--- config.mk ---
export PLATFORM = sky130hd
export DESIGN_NAME = sbcw_core
export DESIGN_NICKNAME = d
export VERILOG_FILES = /design/src/rtl/sbcw_delay.v /design/src/rtl/sbcw_frame_rx.v /design/src/rtl/sbcw_core.v
export VERILOG_INCLUDE_DIRS = /design/src /design/src/common
export SDC_FILE = /design/constraint.sdc
export NUM_CORES = 1
export LEC_CHECK = 0
export ABC_AREA = 1
export BUFFER_PORTS_ARGS = -buffer_cell sky130_fd_sc_hd__buf_2
export CORE_UTILIZATION = 41
export CTS_BUF_LIST = sky130_fd_sc_hd__clkbuf_4 sky130_fd_sc_hd__clkbuf_8 sky130_fd_sc_hd__clkbuf_16
export CTS_CLUSTER_DIAMETER = 120
export DETAILED_ROUTE_END_ITERATION = 12
export PLACE_DENSITY = 0.65
export SYNTH_ARGS = -nofsm -noshare
export SYNTH_HDL_FRONTEND = slang
export SYNTH_SLANG_ARGS = --single-unit
--- constraint.sdc ---
create_clock -name clk -period 3.05 [get_ports clk]
set_input_delay 0.61 -clock clk [delete_from_list [all_inputs] [get_ports clk]]
set_output_delay 0.61 -clock clk [all_outputs]
set_load 0.1 [all_outputs]
--- src/common/sbcw_regs.vh ---
// Constants for the safety-bus control and status word block.
// Assumes a 16-byte safety message moved one byte per valid strobe.
`ifndef SBCW_REGS_VH
`define SBCW_REGS_VH

// Message layout
`define SBCW_MSG_BYTES      5'h10
`define SBCW_MSG_LAST       4'hf
`define SBCW_PROC_LAST      4'hb
`define SBCW_CTRL_BYTE      4'hc
`define SBCW_CRC_FIRST      4'hd

// Control word bit positions
`define SBCW_CW_STO         0
`define SBCW_CW_SS1         1
`define SBCW_CW_SS2         2
`define SBCW_CW_SLS_LO      3
`define SBCW_CW_SDI_POS     7
`define SBCW_CW_SDI_NEG     8
`define SBCW_CW_ENCONF      9
`define SBCW_CW_SLI         10
`define SBCW_CW_OMS         11
`define SBCW_CW_SLP_LO      12
`define SBCW_CW_ACK_RL      16
`define SBCW_CW_FLT_ACK     17
`define SBCW_CW_SOS         18
`define SBCW_CW_RMS         19
`define SBCW_CW_HOM_START   20
`define SBCW_CW_HOM_LOAD    21
`define SBCW_CW_STANDSTILL  22
`define SBCW_CW_ESTOP       23
`define SBCW_CW_SOUT1       24
`define SBCW_CW_SBC         25
`define SBCW_CW_USED_MASK   32'h03ffffff

// Status word bit positions
`define SBCW_SW_STO         0
`define SBCW_SW_SS1         1
`define SBCW_SW_SS2         2
`define SBCW_SW_SLS_LO      3
`define SBCW_SW_SDI_POS     7
`define SBCW_SW_SDI_NEG     8
`define SBCW_SW_ENCONF      9
`define SBCW_SW_SLI         10
`define SBCW_SW_STANDSTILL  16
`define SBCW_SW_SLS_MON_LO  17
`define SBCW_SW_SDI_POS_MON 21
`define SBCW_SW_SDI_NEG_MON 22

// Reset values: all low-active requests asserted, edge history high
`define SBCW_CW_RESET       32'h00000000
`define SBCW_EDGE_RESET     6'h3f

// Delays, counted in safety-bus cycles
`define SBCW_SS1_STOP_CYC   8'h0a
`define SBCW_SS2_STOP_CYC   8'h0a
`define SBCW_SLS_BRAKE_CYC  8'h05
`define SBCW_SDI_DELAY_CYC  8'h03

`endif

--- src/rtl/sbcw_delay.v ---
// Delay timer counting safety-bus cycles while its function is armed.
// Assumes tick is a one-cycle pulse per bus cycle; disarming clears it.
`timescale 1ns/1ps
module sbcw_delay #(
   parameter [7:0] COUNT = 8'h01
)(
   // Clock and reset
   input  wire       clk,
   input  wire       sys_rst,
   // Control
   input  wire       tick,
   input  wire       arm,
   // Result
   output reg        done
);
   reg  [7:0] count;

   // Count armed cycles; saturate at the target so done holds
   always @(posedge clk)
   begin
      if (sys_rst || !arm)
      begin
         count <= 8'h00;
         done  <= 1'b0;
      end
      else if (tick && !done)
      begin
         count <= count + 8'h01;
         done  <= (count + 8'h01) >= COUNT;
      end
   end
endmodule // sbcw_delay

--- src/rtl/sbcw_frame_rx.v ---
// Collects one incoming 16-byte safety message, byte by byte.
// Assumes rx_start marks byte 0; checksum checking is done outside.
`timescale 1ns/1ps
`include "sbcw_regs.vh"
module sbcw_frame_rx (
   // Clock and reset
   input  wire        clk,
   input  wire        sys_rst,
   // Byte stream
   input  wire        rx_valid,
   input  wire        rx_start,
   input  wire [7:0]  rx_byte,
   // Assembled message
   output reg         frame_done,
   output reg  [31:0] frame_word,
   output reg  [7:0]  frame_ctrl
);
   reg  [3:0]  idx;
   reg         in_frame;
   reg  [31:0] word_acc;
   reg  [7:0]  ctrl_acc;
   wire [3:0]  pos;

   // A start strobe on a valid byte always resynchronises to byte 0
   assign pos = rx_start ? 4'h0 : idx;

   // Byte collection; output only moves at the last byte
   always @(posedge clk)
   begin
      if (sys_rst)
      begin
         idx        <= 4'h0;
         in_frame   <= 1'b0;
         word_acc   <= 32'h00000000;
         ctrl_acc   <= 8'h00;
         frame_done <= 1'b0;
         frame_word <= `SBCW_CW_RESET;
         frame_ctrl <= 8'h00;
      end
      else
      begin
         frame_done <= 1'b0;
         if (rx_valid && (in_frame || rx_start))
         begin
            if (pos < 4'h4)
               word_acc[pos[1:0]*8 +: 8] <= rx_byte;
            if (pos == `SBCW_CTRL_BYTE)
               ctrl_acc <= rx_byte;
            if (pos == `SBCW_MSG_LAST)
            begin
               in_frame   <= 1'b0;
               idx        <= 4'h0;
               frame_done <= 1'b1;
               frame_word <= word_acc;
               frame_ctrl <= ctrl_acc;
            end
            else
            begin
               in_frame <= 1'b1;
               idx      <= pos + 4'h1;
            end
         end
      end
   end
endmodule // sbcw_frame_rx

--- src/rtl/sbcw_core.v ---
// Safety-bus control word decoder and status word builder.
// Assumes byte streams from the fieldbus layer; checksums handled outside.
// How it works
// - Control bit 0 low requests safe torque off.
// - Bits 1 and 2 low request safe stop one and two.
// - Bits 3 to 6 low request speed-limit stages one to four.
// - Bit 7 low requests positive, bit 8 low negative safe direction.
// - Bit 9 high confirms enabling; motion allowed in special operation.
// - Bit 10 low requests limited increment; bit 18 low operating stop.
// - Bit 11 selects normal (0) or special (1) operation.
// - Bits 12 to 15 low request position-limit stages one to four.
// - Rising bit 16 pulses restart acknowledgement.
// - Rising bit 17 pulses fault acknowledgement.
// - Bit 19 high turns repair mode on, low turns it off.
// - Rising bit 20 starts safe homing.
// - Rising bit 21 loads the home position as reference.
// - Bits 22, 23, 25 low request standstill, emergency stop, brake.
// - Bit 24 high drives safe output one on.
// - Status bit 0 high when torqueless, directly or after stop one.
// - Status bit 1 high while stop one runs; completion sets bit 0.
// - Status bit 2 high while stop two runs; its end sets bit 16.
// - Status bits 3-6 follow speed stages; monitored bits 17-20 after braking.
// - Status bits 7, 8 follow directions; bits 21, 22 after delay.
// - Status bit 9 reports enabling confirm during special operation.
// - Messages are 16 bytes: process data, control/status, checksum.
// - Byte 12 carries control byte inbound, status byte outbound.
`timescale 1ns/1ps
`include "sbcw_regs.vh"
module sbcw_core (
   // Clock and reset
   input  wire        clk,
   input  wire        sys_rst,
   // Inbound message bytes
   input  wire        rx_valid,
   input  wire        rx_start,
   input  wire [7:0]  rx_byte,
   // Outbound message bytes
   output wire        tx_valid,
   input  wire        tx_ready,
   output reg         tx_start,
   output reg  [7:0]  tx_byte,
   // Protocol byte and checksum from the protocol layer; control byte and cycle tick back to it
   input  wire [7:0]  tx_status_byte,
   input  wire [23:0] tx_crc,
   output wire [7:0]  rx_ctrl_byte,
   output reg         cycle_tick,
   // Level requests to the safety functions
   output reg         safe_torque_off,
   output reg         safe_stop_one,
   output reg         safe_stop_two,
   output reg  [3:0]  safely_limited_speed,
   output reg         safe_direction_positive,
   output reg         safe_direction_negative,
   output reg         enabling_confirm,
   output reg         safely_limited_increment,
   output reg         operating_mode_select,
   output reg  [3:0]  safely_limited_position,
   output reg         safe_operating_stop,
   output reg         repair_mode_select,
   output reg         standstill_select_function,
   output reg         emergency_stop_select,
   output reg         safe_output_one,
   output reg         safe_brake_control,
   // One-cycle event requests
   output reg         ack_relaunch,
   output reg         fault_ack,
   output reg         safe_homing_start,
   output reg         safe_homing_load,
   // Status word as sent back
   output reg  [31:0] status_word
);
   // Serialiser states
   localparam [1:0] ST_IDLE = 2'b00;
   localparam [1:0] ST_SEND = 2'b01;
   localparam [1:0] ST_WAIT = 2'b10;

   wire        frame_done;
   wire [31:0] frame_word;
   wire [31:0] cw;
   wire [7:0]  arm;
   wire [7:0]  elapsed;
   reg  [5:0]  edge_prev;
   wire [5:0]  edge_now;
   wire [5:0]  edge_rise;
   reg  [31:0] next_status;
   reg  [1:0]  state;
   reg  [3:0]  tx_idx;
   reg  [31:0] tx_word;
   reg  [7:0]  tx_stat;
   reg  [23:0] tx_chk;
   genvar      gi;

   // Per-timer delay count, indexed as the arm vector
   function [7:0] delay_of;
      input integer n;
      begin
         if (n == 0)
            delay_of = `SBCW_SS1_STOP_CYC;
         else if (n == 1)
            delay_of = `SBCW_SS2_STOP_CYC;
         else if (n < 6)
            delay_of = `SBCW_SLS_BRAKE_CYC;
         else
            delay_of = `SBCW_SDI_DELAY_CYC;
      end
   endfunction

   // Inbound message assembly
   // 16-byte message
   sbcw_frame_rx u_rx (
      .clk        (clk),
      .sys_rst    (sys_rst),
      .rx_valid   (rx_valid),
      .rx_start   (rx_start),
      .rx_byte    (rx_byte),
      .frame_done (frame_done),
      .frame_word (frame_word),
      .frame_ctrl (rx_ctrl_byte)
   );

   // Only the defined bits reach the decode
   // reserved bits masked
   assign cw = frame_word & `SBCW_CW_USED_MASK;

   // Edge-triggered bits in one group: relaunch, fault, homing start, homing load
   assign edge_now = {cw[`SBCW_CW_HOM_LOAD], cw[`SBCW_CW_HOM_START],
                      cw[`SBCW_CW_FLT_ACK], cw[`SBCW_CW_ACK_RL], 2'b00};
   assign edge_rise = edge_now & ~edge_prev;

   // Level decode, updated once per safety-bus cycle
   always @(posedge clk)
   begin
      if (sys_rst)
      begin
         cycle_tick                 <= 1'b0;
         safe_torque_off            <= 1'b1;
         safe_stop_one              <= 1'b1;
         safe_stop_two              <= 1'b1;
         safely_limited_speed       <= 4'hf;
         safe_direction_positive    <= 1'b1;
         safe_direction_negative    <= 1'b1;
         enabling_confirm           <= 1'b0;
         safely_limited_increment   <= 1'b1;
         operating_mode_select      <= 1'b0;
         safely_limited_position    <= 4'hf;
         safe_operating_stop        <= 1'b1;
         repair_mode_select         <= 1'b0;
         standstill_select_function <= 1'b1;
         emergency_stop_select      <= 1'b1;
         safe_output_one            <= 1'b0;
         safe_brake_control         <= 1'b1;
      end
      else
      begin
         cycle_tick <= frame_done;
         if (frame_done)
         begin
            safe_torque_off            <= ~cw[`SBCW_CW_STO];
            safe_stop_one              <= ~cw[`SBCW_CW_SS1];
            safe_stop_two              <= ~cw[`SBCW_CW_SS2];
            safely_limited_speed       <= ~cw[`SBCW_CW_SLS_LO +: 4];
            safe_direction_positive    <= ~cw[`SBCW_CW_SDI_POS];
            safe_direction_negative    <= ~cw[`SBCW_CW_SDI_NEG];
            enabling_confirm           <= cw[`SBCW_CW_ENCONF];
            safely_limited_increment   <= ~cw[`SBCW_CW_SLI];
            safe_operating_stop        <= ~cw[`SBCW_CW_SOS];
            operating_mode_select      <= cw[`SBCW_CW_OMS];
            safely_limited_position    <= ~cw[`SBCW_CW_SLP_LO +: 4];
            repair_mode_select         <= cw[`SBCW_CW_RMS];
            standstill_select_function <= ~cw[`SBCW_CW_STANDSTILL];
            emergency_stop_select      <= ~cw[`SBCW_CW_ESTOP];
            safe_brake_control         <= ~cw[`SBCW_CW_SBC];
            safe_output_one            <= cw[`SBCW_CW_SOUT1];
         end
      end
   end

   // Edge events. History starts high so a bit already set after reset
   // does not fire; the controller must drop and raise it again.
   always @(posedge clk)
   begin
      if (sys_rst)
      begin
         edge_prev         <= `SBCW_EDGE_RESET;
         ack_relaunch      <= 1'b0;
         fault_ack         <= 1'b0;
         safe_homing_start <= 1'b0;
         safe_homing_load  <= 1'b0;
      end
      else
      begin
         // one sample per bus cycle catches a held bit
         if (frame_done)
            edge_prev <= edge_now;
         ack_relaunch      <= frame_done & edge_rise[2];
         fault_ack         <= frame_done & edge_rise[3];
         safe_homing_start <= frame_done & edge_rise[4];
         safe_homing_load  <= frame_done & edge_rise[5];
      end
   end

   // Timers armed by the running functions
   assign arm = {safe_direction_negative, safe_direction_positive,
                 safely_limited_speed, safe_stop_two, safe_stop_one};

   // One delay per timed function, ticked once per bus cycle
   generate
      for (gi = 0; gi < 8; gi = gi + 1)
      begin : g_delay
         sbcw_delay #(
            .COUNT (delay_of(gi))
         ) u_delay (
            .clk     (clk),
            .sys_rst (sys_rst),
            .tick    (cycle_tick),
            .arm     (arm[gi]),
            .done    (elapsed[gi])
         );
      end
   endgenerate

   // Status word assembly
   always @*
   begin
      next_status = 32'h00000000;
      // torqueless directly or after stop one
      next_status[`SBCW_SW_STO] = safe_torque_off | elapsed[0];
      // stop one running until its time elapses
      next_status[`SBCW_SW_SS1] = safe_stop_one & ~elapsed[0];
      // stop two running, then standstill monitored
      next_status[`SBCW_SW_SS2] = safe_stop_two;
      next_status[`SBCW_SW_STANDSTILL] = elapsed[1];
      // speed stages and their monitored bits
      next_status[`SBCW_SW_SLS_LO +: 4] = safely_limited_speed;
      next_status[`SBCW_SW_SLS_MON_LO +: 4] = elapsed[5:2];
      next_status[`SBCW_SW_SDI_POS] = safe_direction_positive;
      next_status[`SBCW_SW_SDI_NEG] = safe_direction_negative;
      next_status[`SBCW_SW_SDI_POS_MON] = elapsed[6];
      next_status[`SBCW_SW_SDI_NEG_MON] = elapsed[7];
      // confirm only meaningful in special operation
      next_status[`SBCW_SW_ENCONF] = operating_mode_select & enabling_confirm;
      next_status[`SBCW_SW_SLI] = safely_limited_increment;
   end

   // Status register follows decode one cycle later
   always @(posedge clk)
   begin
      if (sys_rst)
         status_word <= 32'h00000000;
      else
         status_word <= next_status;
   end

   assign tx_valid = (state == ST_SEND);

   // Reply serialiser: one message answers each inbound message that arrives while it is idle.
   // A reply still in flight when the next cycle arrives keeps its
   // snapshot; the newer status goes out with the following cycle.
   always @(posedge clk)
   begin
      if (sys_rst)
      begin
         state    <= ST_IDLE;
         tx_idx   <= 4'h0;
         tx_word  <= 32'h00000000;
         tx_stat  <= 8'h00;
         tx_chk   <= 24'h000000;
         tx_byte  <= 8'h00;
         tx_start <= 1'b0;
      end
      else
      begin
         case (state)
            ST_IDLE:
            begin
               // Wait one cycle so the status register holds the new levels; elapsed timer bits reach it one cycle later
               if (cycle_tick)
                  state <= ST_WAIT;
            end
            ST_WAIT:
            begin
               tx_word  <= status_word;
               tx_stat  <= tx_status_byte;
               tx_chk   <= tx_crc;
               tx_idx   <= 4'h0;
               tx_byte  <= status_word[7:0];
               tx_start <= 1'b1;
               state    <= ST_SEND;
            end
            ST_SEND:
            begin
               if (tx_ready)
               begin
                  tx_start <= 1'b0;
                  if (tx_idx == `SBCW_MSG_LAST)
                     state <= ST_IDLE;
                  else
                     tx_idx <= tx_idx + 4'h1;
               end
            end
            default:
               state <= ST_IDLE;
         endcase
         if (state == ST_SEND && tx_ready && tx_idx != `SBCW_MSG_LAST)
            tx_byte <= next_byte_after(tx_idx);
      end
   end

   // Byte that follows position p in the outbound message
   function [7:0] next_byte_after;
      input [3:0] p;
      reg   [3:0] q;
      begin
         q = p + 4'h1;
         if (q < 4'h4)
            next_byte_after = tx_word[q[1:0]*8 +: 8];
         else if (q == `SBCW_CTRL_BYTE)
            next_byte_after = tx_stat;
         else if (q >= `SBCW_CRC_FIRST)
            next_byte_after = tx_chk[(q - `SBCW_CRC_FIRST)*8 +: 8];
         else
            next_byte_after = 8'h00;
      end
   endfunction
endmodule // sbcw_core

==> metrics.txt <==
Total Routing Usage GR 0.188; Clock Skew around 0.014 ns; die footprint 27,900 um2; pin count of the biggest net entering global routing 64; final weighted congestion in routability-driven placement 0.878; Iter 0 DRT Violations about 590; fmax about 380 MHz; gate count after technology mapping roughly 1,500; final antenna diode count 0; Tightest Pin Transition between 0.9 and 1 ns; standby leakage power roughly 5.8 nW; time the final worst path needs with I/O delays and setup between 2 and 3 ns; most numerous cell types in the synthesized netlist dfxtp_1, nand2_1, nor2_1; path category of the worst min-delay check input pin to flop; required time reported for the critical path endpoint between 3 and 4 ns; Post-Route M1 WL between 10 and 15 mm; H-tree levels 1; clock tree root buffer cell clkbuf_16; Post-synth EDFFs 0; Post-DRT Antenna Nets 0; fraction of final layout cells with drive strength greater than 1 0.115; Area after DPL around 12,000 um2; Seq cells post-synth between 200 and 300; Initial Util 0.416; Async SR Flop Fraction 0; relative area change from synthesis to final layout 16.0%; status finished, final reports clean; Port Buffer Count around 110; Post-CTS Setup Repair Bufs 0; synthesized area divided by synthesized cell count between 7 and 8 um2; CTS Buffer Depth 3; gr ovfl total 0; most frequent cell after synthesis dfxtp_1; proportion of netlist area held by the largest area contributor 0.466; relative slew slack 0.373; worst setup path category flop to flop; CTS tree done; top layer used by detailed routing met4; synth top area cells dfxtp_1, o21ai_0, nand2_1, nor2_1, inv_1; final hold vios 0; setup TNS 0 ns; leading area contributor after synthesis dfxtp_1; max-slew violations 0; warnings from Yosys 0; WL per Instance 13.6 um; Die X-Extent about 170 um; number of unique standard cell types used by synthesis 38; number of inserted filler cells in the final layout around 2,700; detailed placer's ending HPWL 19.1 mm; ratio of total power to cell area about 670 nW/um2; number of vias after detailed routing around 9,600; number of clock sinks between 200 and 300; final worst-path cycle share 0.868; number of nets in the layout approximately 1,700; Resized Gates After CTS 0; total DRC errors in the routed layout 0; Data arrival, critical path around 3.1 ns; standard cell core area between 20,000 and 30,000 um2; Die Span Y 167 um; detailed-routing iteration count for the pre-antenna-repair pass 5; Design Area, Final between 10,000 and 15,000 um2; clock network latency to the later pin of the worst-skew pair between 0.5 and 0.6 ns; met2 routed WL about 12 mm; kind of end point of the critical path flop; sequential share of the synthesized area 0.466; antenna violations before repair 0; unrepaired setup endpoints after global routing false; via count of the first global-routing pass about 8,600; I/O pin count approximately 120; cts bufs inserted 28; max-cap check violation count 0; maximum vdd ir drop roughly 350 uV; detailed-route vias per instance around 4.9; global-route wire length before repair 43.3 mm; clock-pin slew reported for the worst setup and hold paths after clock tree synthesis approximately 0.060 ns; cell area after technology mapping 11,200 um2; met3 wire len between 1 and 1.5 mm; placement row count 60; Crit Path Max Fanout 12; final core utilization 0.482; predominant post-synthesis flop cell dfxtp_1; final setup fails 0; Worst Setup Start Kind flop; wirelength, routed around 27 mm; Hold Buf Count CTS 0
cell usage in the layout, fill, tap and decap left out, types with 4 or more instances in the layout:
cell | Yosys | final
buf_2 | 8 | 107
xor2_1 | 26 | 26
ha_1 | 28 | 28
clkinv_1 | 6 | 6
nor3_1 | 7 | 7
dfxtp_1 | 260 | 260
xnor2_1 | 4 | 4
conb_1 | 1 | 14
inv_1 | 187 | 186
nand2_1 | 239 | 239
nor2_1 | 196 | 196
buf_4 | 20 | 14
nand3_1 | 94 | 94
o21ai_0 | 193 | 193
clkbuf_4 | 0 | 5
inv_2 | 5 | 5
and3_1 | 6 | 6
bufinv_16 | 0 | 4
o211ai_1 | 14 | 14
clkbuf_16 | 0 | 29
clkbuf_8 | 0 | 8
nand4_1 | 11 | 11
a21oi_1 | 140 | 140
power by group:
| part | internal, mW | switching [mW] |
|---|---|---|
| registers | 3.68 | 0.177 |
| logic | 0.283 | 0.893 |
| clock network | 2.30 | 1.35 |
| total | 6.27 | 2.42 |
through the flow:
step | setup slack [ns] | power [mW] | std cells | hold WS [ns]
floorplan | 0.703 | 4.80 | 1531 | 0.398
global placement | 0.487 | 5.10 | 1919 | 0.409
detailed placement | 0.420 | 5.10 | 1919 | 0.416
CTS | 0.409 | 8.77 | 1969 | 0.283
global route | 0.0871 | 9.05 | 1969 | 0.301
finish | 0.401 | 8.69 | 1969 | 0.295
final cells by class:
type / count / area (um2) / area share
Sequential cell: 260 / 5200 / 0.402
Multi-Input combinational cell: 998 / 4900 / 0.378
Clock buffer: 42 / 873 / 0.0674
Clock inverter: 8 / 145 / 0.0112
Timing Repair Buffer: 122 / 661 / 0.0510
Inverter: 198 / 744 / 0.0574
Tap cell: 341 / 427 / 0.0329
worst max-delay path, cell delays in order (launching register included):
cell and delay, ns:
dfxtp_1 0.53, inv_1 0.25, ha_1 0.56, inv_1 0.14, nand2_1 0.13, o211ai_1 0.09
nor2_1 0.45, nand3_1 0.15, nand2_1 0.10, nand2_1 0.05, a21oi_1 0.10
path summary, 6_finish.rpt:
| check | depth (start not counted) | slack, ns | end | start |
|---|---|---|---|---|
| worst max-delay path | 10 | 0.40 | tx_byte[6] | tx_idx[0] |
| worst min-delay path | 3 | 0.30 | tx_stat[2] | tx_status_byte[2] |
| worst max register to register | 10 | 0.40 | tx_byte[6] | tx_idx[0] |
| worst min register to register | 1 | 0.43 | safe_homing_load | edge_prev[5] |
registers in the layout (all words and copies together), names as in the netlist, 2 cells and up:
signal                   count
g_delay.u_delay.done         8
u_rx.frame_ctrl              8
tx_idx                       4
g_delay.u_delay.count       64
tx_byte                      8
u_rx.ctrl_acc                8
tx_word                     18
tx_stat                      8
u_rx.word_acc               26
safely_limited_speed         4
status_word                 18
edge_prev                    4
u_rx.idx                     4
tx_chk                      24
state                        2
u_rx.frame_word             26
safely_limited_position      4
cell families after synthesis:
kind of cell	after synthesis	synth area share
other	1	0.000336
adder cells (fa/ha/maj)	28	0.0314
AO/OA/AOI/OAI	363	0.170
flip-flops	260	0.466
AND/OR/NAND/NOR	563	0.209
buffers and inverters	273	0.0993
XOR/XNOR	30	0.0235
per-layer routing:
| layer | vias up | global-route usage |
|---|---|---|
| met1 | 4300 | 0.249 |
| met5 | - | 0 |
| met4 | 0 | 0.0431 |
| li1 | 5054 | - |
| met2 | 172 | 0.319 |
| met3 | 31 | 0.0288 |
(Power assumes the default switching activity.)
